[src/hw/ref_seq_pkg.sv]
`default_nettype none
package ref_seq_pkg;
	// ---------------------------------------------------------------
	// Timing
	// ---------------------------------------------------------------
	localparam int CLOCK_FREQ_KHZ     = 125000;
	localparam int CLOCK_PERIOD_NS    = 8;
	// One 12.5 mV reference step per tick
	localparam int STEP_TIME_NS       = 1000;
	localparam int STEP_CYCLES        =
		(STEP_TIME_NS + CLOCK_PERIOD_NS - 1) / CLOCK_PERIOD_NS;
	localparam int PHASE_FREQ_MIN_KHZ = 100;
	localparam int PHASE_FREQ_MAX_KHZ = 1000;
	localparam int PERIOD_MAX_CYCLES  = CLOCK_FREQ_KHZ / PHASE_FREQ_MIN_KHZ;
	localparam int PERIOD_MIN_CYCLES  = CLOCK_FREQ_KHZ / PHASE_FREQ_MAX_KHZ;
	// Northbridge period is 4/5 of the core period (1.25x frequency)
	localparam int NB_RATIO_NUM       = 4;
	localparam int NB_RATIO_DEN       = 5;
	// ---------------------------------------------------------------
	// Register map and reset values
	// ---------------------------------------------------------------
	localparam logic [7:0]  ADDR_CONFIG    = 8'h00;
	localparam logic [7:0]  ADDR_PERIOD    = 8'h04;
	localparam logic [7:0]  ADDR_DUTY      = 8'h08;
	localparam logic [7:0]  ADDR_STATUS    = 8'h0C;
	localparam logic [7:0]  ADDR_NB_STATUS = 8'h10;
	localparam logic [2:0]  PHASES_RESET   = 3'h4;
	localparam logic [10:0] PERIOD_RESET   = 11'h0FA;
	localparam logic [10:0] DUTY_RESET     = 11'h000;
	localparam logic [1:0]  RESP_OKAY      = 2'h0;
	localparam logic [1:0]  RESP_SLVERR    = 2'h2;
	// ---------------------------------------------------------------
	// Levels, in 12.5 mV units
	// ---------------------------------------------------------------
	localparam logic [6:0]  PAR_TOP_LEVEL  = 7'h7C;
	localparam logic [6:0]  PAR_FINE_BASE  = 7'h5D;
	localparam logic [6:0]  BOOT_TOP_LEVEL = 7'h58;
	localparam logic [6:0]  FIX_TOP_LEVEL  = 7'h70;

	typedef logic [6:0] level_t;
	typedef enum logic [1:0] {MODE_IDLE, MODE_PARALLEL, MODE_SERIAL} mode_t;

	// 25 mV steps for the lower half of the codes, 12.5 mV steps for the upper half
	function automatic level_t parallel_level(input logic [5:0] c);
		parallel_level = c[5] ? PAR_FINE_BASE - {1'b0, c}
			: PAR_TOP_LEVEL - {c, 1'b0};
	endfunction

	function automatic level_t boot_level(input logic [1:0] b);
		boot_level = BOOT_TOP_LEVEL - {2'h0, b, 3'h0};
	endfunction

	function automatic level_t fixed_level(input logic [1:0] b);
		fixed_level = FIX_TOP_LEVEL - {1'h0, b, 4'h0};
	endfunction
endpackage
`default_nettype wire

[src/hw/level_ramp.sv]
`default_nettype none
module level_ramp #(
	parameter int W = 7
) (
	input  wire logic         clk,
	input  wire logic         rst_n,
	input  wire logic         clear,
	input  wire logic         tick,
	input  wire logic [W-1:0] target,
	output logic      [W-1:0] level,
	output logic              busy
);
	logic [W-1:0] level_q;
	logic [W-1:0] level_d;
	wire          up   = target > level_q;
	wire          down = target < level_q;

	// Target is read on every tick, so a new code redirects a ramp mid-way
	assign level_d = clear ? '0 : !tick ? level_q
		: up ? level_q + 1'b1 : down ? level_q - 1'b1 : level_q;
	assign level   = level_q;
	assign busy    = up | down;

	always_ff @(posedge clk) begin
		if (!rst_n)
			level_q <= '0;
		else
			level_q <= level_d;
	end
endmodule
`default_nettype wire

[src/hw/phase_pwm.sv]
`default_nettype none
module phase_pwm #(
	parameter int CW = 11
) (
	input  wire logic          clk,
	input  wire logic          rst_n,
	input  wire logic          run,
	input  wire logic          nb_run,
	input  wire logic [2:0]    phases,
	input  wire logic [CW-1:0] period,
	input  wire logic [CW-1:0] duty,
	output logic      [3:0]    gate,
	output logic               nb_gate
);
	logic [CW-1:0] cnt_q;
	logic [CW-1:0] nb_cnt_q;
	logic [3:0]    gate_q;
	logic          nb_gate_q;

	function automatic logic [CW-1:0] scale(input logic [CW-1:0] v);
		scale = CW'(((CW+3)'(v) * (CW+3)'(ref_seq_pkg::NB_RATIO_NUM))
			/ (CW+3)'(ref_seq_pkg::NB_RATIO_DEN));
	endfunction

	function automatic logic [CW-1:0] lag(input logic [CW-1:0] p,
		input logic [1:0] slot, input logic [2:0] n);
		lag = CW'(((CW+2)'(p) * (CW+2)'(slot)) / (CW+2)'(n));
	endfunction

	wire [CW-1:0] nb_period = scale(period);
	wire [CW-1:0] nb_duty   = scale(duty);

	for (genvar i = 0; i < 4; i++) begin : g_phase
		// Two-phase uses outputs 0 and 2 at slots 0 and 1
		wire [1:0]    slot = (phases == 3'h2) ? 2'(i / 2) : 2'(i);
		wire          used = (phases == 3'h2) ? (i % 2 == 0) : (i < phases);
		wire [CW:0]   sum  = {1'b0, cnt_q}
			+ {1'b0, lag(period, slot, phases)};
		wire [CW-1:0] pos  = (sum >= {1'b0, period})
			? CW'(sum - {1'b0, period}) : sum[CW-1:0];
		always_ff @(posedge clk) begin
			if (!rst_n)
				gate_q[i] <= 1'b0;
			else
				gate_q[i] <= run & used & (pos < duty);
		end
	end

	always_ff @(posedge clk) begin
		if (!rst_n) begin
			cnt_q     <= '0;
			nb_cnt_q  <= '0;
			nb_gate_q <= 1'b0;
		end else begin
			cnt_q     <= (!run || cnt_q >= period - 1'b1) ? '0 : cnt_q + 1'b1;
			// Free-running, never synchronised to the core counter
			nb_cnt_q  <= (!nb_run || nb_cnt_q >= nb_period - 1'b1)
				? '0 : nb_cnt_q + 1'b1;
			nb_gate_q <= nb_run & (nb_cnt_q < nb_duty);
		end
	end

	assign gate    = gate_q;
	assign nb_gate = nb_gate_q;
endmodule
`default_nettype wire

[src/hw/vid_reference_sequencer.sv]
`default_nettype none
// ---------------------------------------------------------------
// ---------------------------------------------------------------
module vid_reference_sequencer #(
	parameter int ADDR_W = 8
) (
	input  wire logic              CLOCK,
	input  wire logic              RST_N,
	input  wire logic              ENABLE,
	input  wire logic [5:0]        VOLTAGE_CODE,
	input  wire logic              HOST_POWER_GOOD,
	input  wire logic              FIXED_DEBUG_MODE_N,
	output logic                   GATE_OUT_1,
	output logic                   GATE_OUT_2,
	output logic                   GATE_OUT_3,
	output logic                   GATE_OUT_4,
	output logic                   NORTHBRIDGE_RAIL_GATE,
	output logic                   NORTHBRIDGE_RAIL_GATE_OE,
	output logic [6:0]             CORE_REF_LEVEL,
	output logic [6:0]             NORTHBRIDGE_RAIL_REF_LEVEL,
	input  wire logic [ADDR_W-1:0] AWADDR,
	input  wire logic [2:0]        AWPROT,
	input  wire logic              AWVALID,
	output logic                   AWREADY,
	input  wire logic [31:0]       WDATA,
	input  wire logic [3:0]        WSTRB,
	input  wire logic              WVALID,
	output logic                   WREADY,
	output logic [1:0]             BRESP,
	output logic                   BVALID,
	input  wire logic              BREADY,
	input  wire logic [ADDR_W-1:0] ARADDR,
	input  wire logic [2:0]        ARPROT,
	input  wire logic              ARVALID,
	output logic                   ARREADY,
	output logic [31:0]            RDATA,
	output logic [1:0]             RRESP,
	output logic                   RVALID,
	input  wire logic              RREADY
);
	localparam int TW = $clog2(ref_seq_pkg::STEP_CYCLES);

	// ---------------------------------------------------------------
	// Start-up capture and mode
	// ---------------------------------------------------------------
	logic                  enable_q;
	ref_seq_pkg::mode_t    mode_q;
	ref_seq_pkg::mode_t    mode_d;
	logic [1:0]            boot_q;
	logic [5:0]            code_at_en_q;
	logic                  code_seen_q;
	logic                  nb_oe_q;
	logic [TW-1:0]         tick_cnt_q;

	wire enable_rise = ENABLE & ~enable_q;
	// Shared pins: bit 2 is the serial clock, bit 3 the serial data
	wire [1:0] pin_pair = {VOLTAGE_CODE[2], VOLTAGE_CODE[3]};
	wire is_active = mode_q != ref_seq_pkg::MODE_IDLE;
	wire is_par    = mode_q == ref_seq_pkg::MODE_PARALLEL;
	wire fixed_on  = is_active & ~FIXED_DEBUG_MODE_N;
	// Serial transactions are not decoded, so serial mode simply holds boot
	wire nb_on     = fixed_on | (mode_q == ref_seq_pkg::MODE_SERIAL);
	// Power-good is deliberately not looked at in parallel mode
	wire code_new  = is_par
		& (code_seen_q | (VOLTAGE_CODE != code_at_en_q));

	always_comb begin
		mode_d = mode_q;
		unique case (mode_q)
			ref_seq_pkg::MODE_IDLE:
				if (enable_rise)
					mode_d = VOLTAGE_CODE[1] ? ref_seq_pkg::MODE_PARALLEL
						: ref_seq_pkg::MODE_SERIAL;
			ref_seq_pkg::MODE_PARALLEL,
			ref_seq_pkg::MODE_SERIAL:
				if (!ENABLE)
					mode_d = ref_seq_pkg::MODE_IDLE;
		endcase
	end

	always_ff @(posedge CLOCK) begin
		if (!RST_N) begin
			enable_q     <= 1'b0;
			mode_q       <= ref_seq_pkg::MODE_IDLE;
			boot_q       <= 2'h0;
			code_at_en_q <= 6'h00;
			code_seen_q  <= 1'b0;
			nb_oe_q      <= 1'b0;
		end else begin
			enable_q <= ENABLE;
			mode_q   <= mode_d;
			nb_oe_q  <= nb_on;
			if (enable_rise) begin
				boot_q       <= pin_pair;
				code_at_en_q <= VOLTAGE_CODE;
			end
			code_seen_q <= code_new;
		end
	end

	// ---------------------------------------------------------------
	// Targets and ramps
	// ---------------------------------------------------------------
	ref_seq_pkg::level_t core_target;
	ref_seq_pkg::level_t nb_target;
	ref_seq_pkg::level_t core_ref;
	ref_seq_pkg::level_t nb_ref;
	logic                core_busy;

	wire ref_seq_pkg::level_t boot_lvl = ref_seq_pkg::boot_level(boot_q);
	wire ref_seq_pkg::level_t fix_lvl  = ref_seq_pkg::fixed_level(pin_pair);
	wire ref_seq_pkg::level_t par_lvl  =
		ref_seq_pkg::parallel_level(VOLTAGE_CODE);

	// A live code overrides boot at once, even mid-ramp
	assign core_target = !is_active ? '0 : fixed_on ? fix_lvl
		: code_new ? par_lvl : boot_lvl;
	assign nb_target   = !nb_on ? '0 : fixed_on ? fix_lvl : boot_lvl;

	// Rate timer restarts with the mode so the first step is a full tick
	wire tick = tick_cnt_q == '0;
	always_ff @(posedge CLOCK) begin
		if (!RST_N || !is_active)
			tick_cnt_q <= TW'(ref_seq_pkg::STEP_CYCLES - 1);
		else
			tick_cnt_q <= tick ? TW'(ref_seq_pkg::STEP_CYCLES - 1)
				: tick_cnt_q - 1'b1;
	end

	level_ramp #(.W(7)) u_core_ramp (
		.clk    (CLOCK),
		.rst_n  (RST_N),
		.clear  (!is_active),
		.tick   (tick),
		.target (core_target),
		.level  (core_ref),
		.busy   (core_busy)
	);

	level_ramp #(.W(7)) u_nb_ramp (
		.clk    (CLOCK),
		.rst_n  (RST_N),
		.clear  (!nb_on),
		.tick   (tick),
		.target (nb_target),
		.level  (nb_ref),
		.busy   ()
	);

	assign CORE_REF_LEVEL             = core_ref;
	assign NORTHBRIDGE_RAIL_REF_LEVEL = nb_ref;

	// ---------------------------------------------------------------
	// Registers over AXI4-Lite
	// ---------------------------------------------------------------
	logic [2:0]        phases_q;
	logic [10:0]       period_q;
	logic [10:0]       duty_q;
	logic              aw_full_q;
	logic              w_full_q;
	logic              bvalid_q;
	logic              rvalid_q;
	logic [ADDR_W-1:0] aw_addr_q;
	logic [31:0]       wdata_q;
	logic [3:0]        wstrb_q;
	logic [1:0]        bresp_q;
	logic [1:0]        rresp_q;
	logic [31:0]       rdata_q;

	function automatic logic [31:0] merge(input logic [31:0] old,
		input logic [31:0] nw, input logic [3:0] strb);
		for (int b = 0; b < 4; b++)
			merge[8*b +: 8] = strb[b] ? nw[8*b +: 8] : old[8*b +: 8];
	endfunction

	wire do_write = aw_full_q & w_full_q & ~bvalid_q;
	wire sel_cfg  = aw_addr_q == ADDR_W'(ref_seq_pkg::ADDR_CONFIG);
	wire sel_per  = aw_addr_q == ADDR_W'(ref_seq_pkg::ADDR_PERIOD);
	wire sel_duty = aw_addr_q == ADDR_W'(ref_seq_pkg::ADDR_DUTY);
	wire sel_ro   = aw_addr_q == ADDR_W'(ref_seq_pkg::ADDR_STATUS)
		|| aw_addr_q == ADDR_W'(ref_seq_pkg::ADDR_NB_STATUS);
	wire [31:0] cfg_word  = merge({29'h0, phases_q}, wdata_q, wstrb_q);
	wire [31:0] per_word  = merge({21'h0, period_q}, wdata_q, wstrb_q);
	wire [31:0] duty_word = merge({21'h0, duty_q}, wdata_q, wstrb_q);
	// Phase counts other than 2..4 are dropped, keeping the old value
	wire cfg_ok = cfg_word[2:0] >= 3'h2 && cfg_word[2:0] <= 3'h4;

	// Out-of-range frequencies are clamped to the supported band
	wire [10:0] period_eff =
		(period_q < 11'(ref_seq_pkg::PERIOD_MIN_CYCLES))
		? 11'(ref_seq_pkg::PERIOD_MIN_CYCLES)
		: (period_q > 11'(ref_seq_pkg::PERIOD_MAX_CYCLES))
		? 11'(ref_seq_pkg::PERIOD_MAX_CYCLES) : period_q;

	wire [31:0] status_word = {10'h0, boot_q, is_active, core_busy,
		fixed_on, is_par, 1'b0, core_target, 1'b0, core_ref};
	wire rd_cfg  = ARADDR == ADDR_W'(ref_seq_pkg::ADDR_CONFIG);
	wire rd_per  = ARADDR == ADDR_W'(ref_seq_pkg::ADDR_PERIOD);
	wire rd_duty = ARADDR == ADDR_W'(ref_seq_pkg::ADDR_DUTY);
	wire rd_st   = ARADDR == ADDR_W'(ref_seq_pkg::ADDR_STATUS);
	wire rd_nb   = ARADDR == ADDR_W'(ref_seq_pkg::ADDR_NB_STATUS);
	wire rd_hit  = rd_cfg | rd_per | rd_duty | rd_st | rd_nb;
	wire [31:0] rd_word = rd_cfg ? {29'h0, phases_q}
		: rd_per ? {21'h0, period_q} : rd_duty ? {21'h0, duty_q}
		: rd_st ? status_word : rd_nb ? {25'h0, nb_ref} : 32'h0;

	assign AWREADY = ~aw_full_q;
	assign WREADY  = ~w_full_q;
	assign ARREADY = ~rvalid_q;
	assign BVALID  = bvalid_q;
	assign BRESP   = bresp_q;
	assign RVALID  = rvalid_q;
	assign RRESP   = rresp_q;
	assign RDATA   = rdata_q;

	always_ff @(posedge CLOCK) begin
		if (!RST_N) begin
			aw_full_q <= 1'b0;
			w_full_q  <= 1'b0;
			bvalid_q  <= 1'b0;
			bresp_q   <= ref_seq_pkg::RESP_OKAY;
			aw_addr_q <= '0;
			wdata_q   <= 32'h0;
			wstrb_q   <= 4'h0;
		end else begin
			if (AWVALID && !aw_full_q) begin
				aw_full_q <= 1'b1;
				aw_addr_q <= AWADDR;
			end else if (do_write) begin
				aw_full_q <= 1'b0;
			end
			if (WVALID && !w_full_q) begin
				w_full_q <= 1'b1;
				wdata_q  <= WDATA;
				wstrb_q  <= WSTRB;
			end else if (do_write) begin
				w_full_q <= 1'b0;
			end
			if (do_write) begin
				bvalid_q <= 1'b1;
				bresp_q  <= (sel_cfg | sel_per | sel_duty | sel_ro)
					? ref_seq_pkg::RESP_OKAY : ref_seq_pkg::RESP_SLVERR;
			end else if (BREADY) begin
				bvalid_q <= 1'b0;
			end
		end
	end

	always_ff @(posedge CLOCK) begin
		if (!RST_N) begin
			phases_q <= ref_seq_pkg::PHASES_RESET;
			period_q <= ref_seq_pkg::PERIOD_RESET;
			duty_q   <= ref_seq_pkg::DUTY_RESET;
		end else if (do_write) begin
			if (sel_cfg && cfg_ok)
				phases_q <= cfg_word[2:0];
			if (sel_per)
				period_q <= per_word[10:0];
			if (sel_duty)
				duty_q <= duty_word[10:0];
		end
	end

	always_ff @(posedge CLOCK) begin
		if (!RST_N) begin
			rvalid_q <= 1'b0;
			rresp_q  <= ref_seq_pkg::RESP_OKAY;
			rdata_q  <= 32'h0;
		end else if (ARVALID && !rvalid_q) begin
			rvalid_q <= 1'b1;
			rresp_q  <= rd_hit ? ref_seq_pkg::RESP_OKAY
				: ref_seq_pkg::RESP_SLVERR;
			rdata_q  <= rd_word;
		end else if (RREADY) begin
			rvalid_q <= 1'b0;
		end
	end

	// ---------------------------------------------------------------
	// Phase generation
	// ---------------------------------------------------------------
	logic [3:0] gates;
	logic       nb_gate;

	phase_pwm #(.CW(11)) u_pwm (
		.clk     (CLOCK),
		.rst_n   (RST_N),
		.run     (is_active),
		.nb_run  (nb_on),
		.phases  (phases_q),
		.period  (period_eff),
		.duty    (duty_q),
		.gate    (gates),
		.nb_gate (nb_gate)
	);

	assign GATE_OUT_1               = gates[0];
	assign GATE_OUT_2               = gates[1];
	assign GATE_OUT_3               = gates[2];
	assign GATE_OUT_4               = gates[3];
	assign NORTHBRIDGE_RAIL_GATE    = nb_gate;
	assign NORTHBRIDGE_RAIL_GATE_OE = nb_oe_q;
endmodule
`default_nettype wire

[config.mk]
export PLATFORM = sky130hd
export DESIGN_NAME = vid_reference_sequencer
export DESIGN_NICKNAME = d
export VERILOG_FILES = /design/src/hw/ref_seq_pkg.sv /design/src/hw/level_ramp.sv /design/src/hw/phase_pwm.sv /design/src/hw/vid_reference_sequencer.sv
export SDC_FILE = /design/constraint.sdc
export NUM_CORES = 1
export LEC_CHECK = 0
export BUFFER_PORTS_ARGS = -buffer_cell sky130_fd_sc_hd__buf_2
export CAP_MARGIN = 15
export CORE_MARGIN = 10
export CORE_UTILIZATION = 40
export CTS_CLUSTER_SIZE = 20
export DETAILED_ROUTE_END_ITERATION = 6
export PLACE_DENSITY_LB_ADDON = 0.25
export REMOVE_ABC_BUFFERS = 1
export SLEW_MARGIN = 20
export SYNTH_ARGS = -nofsm -noshare
export SYNTH_HDL_FRONTEND = slang
export SYNTH_HIERARCHICAL = 1
export SYNTH_SLANG_ARGS = --single-unit
export TNS_END_PERCENT = 50
[constraint.sdc]
create_clock -name CLOCK -period 29.7 [get_ports CLOCK]
set_clock_uncertainty 0.2 [all_clocks]
set_input_delay 5.94 -clock CLOCK [delete_from_list [all_inputs] [get_ports CLOCK]]
set_output_delay 5.94 -clock CLOCK [all_outputs]
set_load 0.03 [all_outputs]
==> flow_summary.toml <==
[routing]
postRouteWirelength_um = 81230
dr.first_iter.drc_count = 2079
detail_route.drc_violations = 0
drt.antenna.violating_nets = 0
drt_pre_antenna_iters = 6
vias = 26983
routed_via_density = 5.853
post_drt_wl_per_cell_um = 17.62

[timing]
finalWorstPathRequiredPeriod_ns = 27.58
post-route-period-util_pct = 92.86
timing_hold_violations_final = 0
timing.fmax_mhz = 36.26
setup_viol = 0
fin_ws_ns = 2.119
fin_setup_tns_ns = 0
worst_pin_slew_ns = 1.046
max_slew_headroom_pct = 29.83
rsz0062_at_grt = "false"
timing.final.max_slew_violations = 0

[flow_run]
drv_cap = 0

[setup_path]
crit_top_cell = "sky130_fd_sc_hd__ha_1"
crit_path_start_kind = "register"
cp.required_ns = 29.87
cells_on_worst_reg2reg_path = 132
r2r_setup_slack_ns = 2.12
rr_startpoint = "period_q[1]"
worst-endpoint-arrival_ns = 27.75
worst_setup_ep = "u_pwm/gate[3]"
regToRegEndpoint = "u_pwm/gate[3]"
setup.worst_path.start = "period_q[1]"
slowest_delay_ns = 0.67
worst_path_max_delay_cell = "sky130_fd_sc_hd__or4_4"
setup.worst_path.class = "reg -> reg"
worst-path-max-fanout = 10
endpoint_kind = "register"

[logic_synthesis]
synth-seq-area-share_pct = 9.946
netlist_area_um2 = 26570
post_synthesis_instance_total = 3678
synth.yosys.warnings = 6
yosys_register_bits = 132
synthSimpleGateAreaFrac_pct = 26.24
synth_enable_flop_cells = 0
postSynth.topFlopCell = "sky130_fd_sc_hd__dfxtp_1"
synth_adder_area_share_pct = 17.21
main_combinational_cell_family_by_area_after_synthesis = "compound AO/OA/AOI/OAI gates"
synthArstFlopShare_pct = 0
post_synth_num_cell_types = 131
synth_mux_area_share_pct = 5.581
syn-mean-instance-area_um2 = 7.223
synth_xor_area_share_pct = 7.154
synth_compound_area_share_pct = 29.17

[clock_network]
cts_num_sinks = 132
clock_tree_from_tritoncts = "done"
cts-buffers-inserted = 17
clockRootBuffer = "sky130_fd_sc_hd__clkbuf_16"
htreeDepth = 4
clock_insertion_delay_worst_skew_ns = 0.43
path_clk_slew_ns = 0.07
cts-root-to-sink-buffers = 2
cts_hold_buf = 0

[layout]
final_design_area_no_fill_um2 = 28730
diodes = 0
post_route_cells_drive_above_1_share_pct = 9.690
final_common_cell = "sky130_fd_sc_hd__ha_1"
layout.cells.non_filler = 4610
final_nets = 4161
area.growth.synth_to_final_pct = 8.129
most_frequent_cells_in_the_layout = "sky130_fd_sc_hd__ha_1 (343), sky130_fd_sc_hd__nand2_1 (340), sky130_fd_sc_hd__nor2_1 (332), sky130_fd_sc_hd__a21oi_1 (286), sky130_fd_sc_hd__o21ai_0 (232)"

[power]
peakVddDrop_mv = 0.03457
cellPowerDensity_nw_per_um2 = 31.88
static-leakage-power_nw = 12.22

[grt]
grt_overflow = 0
grt_max_degree = 68
antenna_found_initial = 1
first_global_vias = 24854
grt_usage_pct = 19.88
first_pass_grt_wire_length_um = 130300

[worst_hold_path]
min-delay-start = "tick_cnt_q[0]"
holdCritPathClass = "reg -> reg"

[placement]
count_of_input_and_output_buffers = 91
numPlacedInstances = 4567
placedInstanceArea_um2 = 27920
detailed_place_hpwl_um = 62980
place.gp.congestion = 0.9127
dp_slack_ns = 0.6378

[die]
top_level_ports = 135
floorplan.initialDensity_pct = 40.34
die_height_um = 277.7
placementRows = 94
die_x_um = 277.7
core-area_um2 = 65860
die_area_um2 = 77130

[run_status]
result_of_the_run = "finished clean"
## worst max-delay path: cells and delay by family, from the launching register on
kind            cells  cell delay, ns
compound gates     58           11.40
buf+inv             9            1.10
mux                 7            2.00
simple gates       39            7.17
xor+xnor            1            0.17
flops               1            0.35
fa+ha+maj          18            5.11
## final cells by class
type	count	area (µm²)
fillers	6910	37140
multi-input cells	3264	22870
flip-flops and latches	132	2644
well taps	864	1081
repair buffers	144	853.3
inverters	174	653.1
clock buffers	17	425.4
clock inverters	15	202.7
## per-layer routing
metal / vias to the layer above / part of all wire (%) / track usage, %
li1: 13720 / - / -
met3: 89 / 3.6 / 1.382
met1: 12651 / 48 / 26.38
met2: 523 / 47 / 34.42
met5: - / 0 / 0
met4: 0 / 1.9 / 4.588
## what timing repair did
action                     in CTS  in global routing
setup endpoints to repair       0                  2
resized for setup               0                 26
setup buffers                   0                 11
## cells by family (layout without fill, tap and decap cells)
group,after synthesis,in the layout
fa+ha+maj,360,360
compound gates,1152,1152
flops,132,132
simple gates,1376,1376
xor+xnor,217,217
buf+inv,301,350
other cells,2,21
mux,138,138
## Yosys cell counts (89+ instances only)
cell / count / share of area (%)
sky130_fd_sc_hd__inv_1: 159 / 2.2
sky130_fd_sc_hd__a21o_1: 89 / 2.5
sky130_fd_sc_hd__ha_1: 343 / 16
sky130_fd_sc_hd__nand2_1: 341 / 4.8
sky130_fd_sc_hd__nor2_1: 332 / 4.7
sky130_fd_sc_hd__o21ai_0: 234 / 4.4
sky130_fd_sc_hd__mux2i_1: 93 / 3.5
sky130_fd_sc_hd__nand3_1: 99 / 1.9
sky130_fd_sc_hd__nor3_1: 117 / 2.2
sky130_fd_sc_hd__dfxtp_1: 132 / 9.9
sky130_fd_sc_hd__xnor2_1: 148 / 4.9
sky130_fd_sc_hd__a21oi_1: 290 / 5.5
## sequential cells by signal, indices dropped and copies added, names as in the netlist, 3 cells and up
name	cells
u_pwm/cnt_q	11
RDATA	21
duty_q	11
u_pwm/nb_cnt_q	11
u_core_ramp/level	7
phases_q	3
u_pwm/gate	4
tick_cnt_q	7
code_at_en_q	5
u_nb_ramp/level	7
aw_addr_q	8
period_q	11
wdata_q	11
## power breakdown
| group | total [W] | leakage [nW] | internal, W | switching (W) |
|---|---|---|---|---|
| logic | 0.000501 | 10.8 | 0.000210 | 0.000291 |
| clock network | 0.000226 | 0.306 | 0.000129 | 0.0000969 |
| registers | 0.000188 | 1.07 | 0.000182 | 0.00000604 |
## worst min-delay path by stage
stage | end | slack (ns) | cells past startpoint
floorplan | tick_cnt_q[0] | 0.22 | 1
global placement | RDATA[19] | 0.24 | 2
detailed placement | tick_cnt_q[0] | 0.24 | 1
CTS | tick_cnt_q[0] | 0.25 | 1
global route | tick_cnt_q[0] | 0.28 | 1
finish | tick_cnt_q[0] | 0.24 | 1
## per-stage QoR
stage	power (W)	utilization (%)	hold slack, ns
after CTS	0.0009105	43.34	0.2498
after global routing	0.0009883	43.62	0.2812
after floorplan	0.0005808	-	0.2171
after global placement	0.0006776	42.38	0.2413
final	0.0009159	43.62	0.2449
after detailed placement	0.0006802	42.38	0.2404
Note: power is estimated with default switching activity, not from simulation.
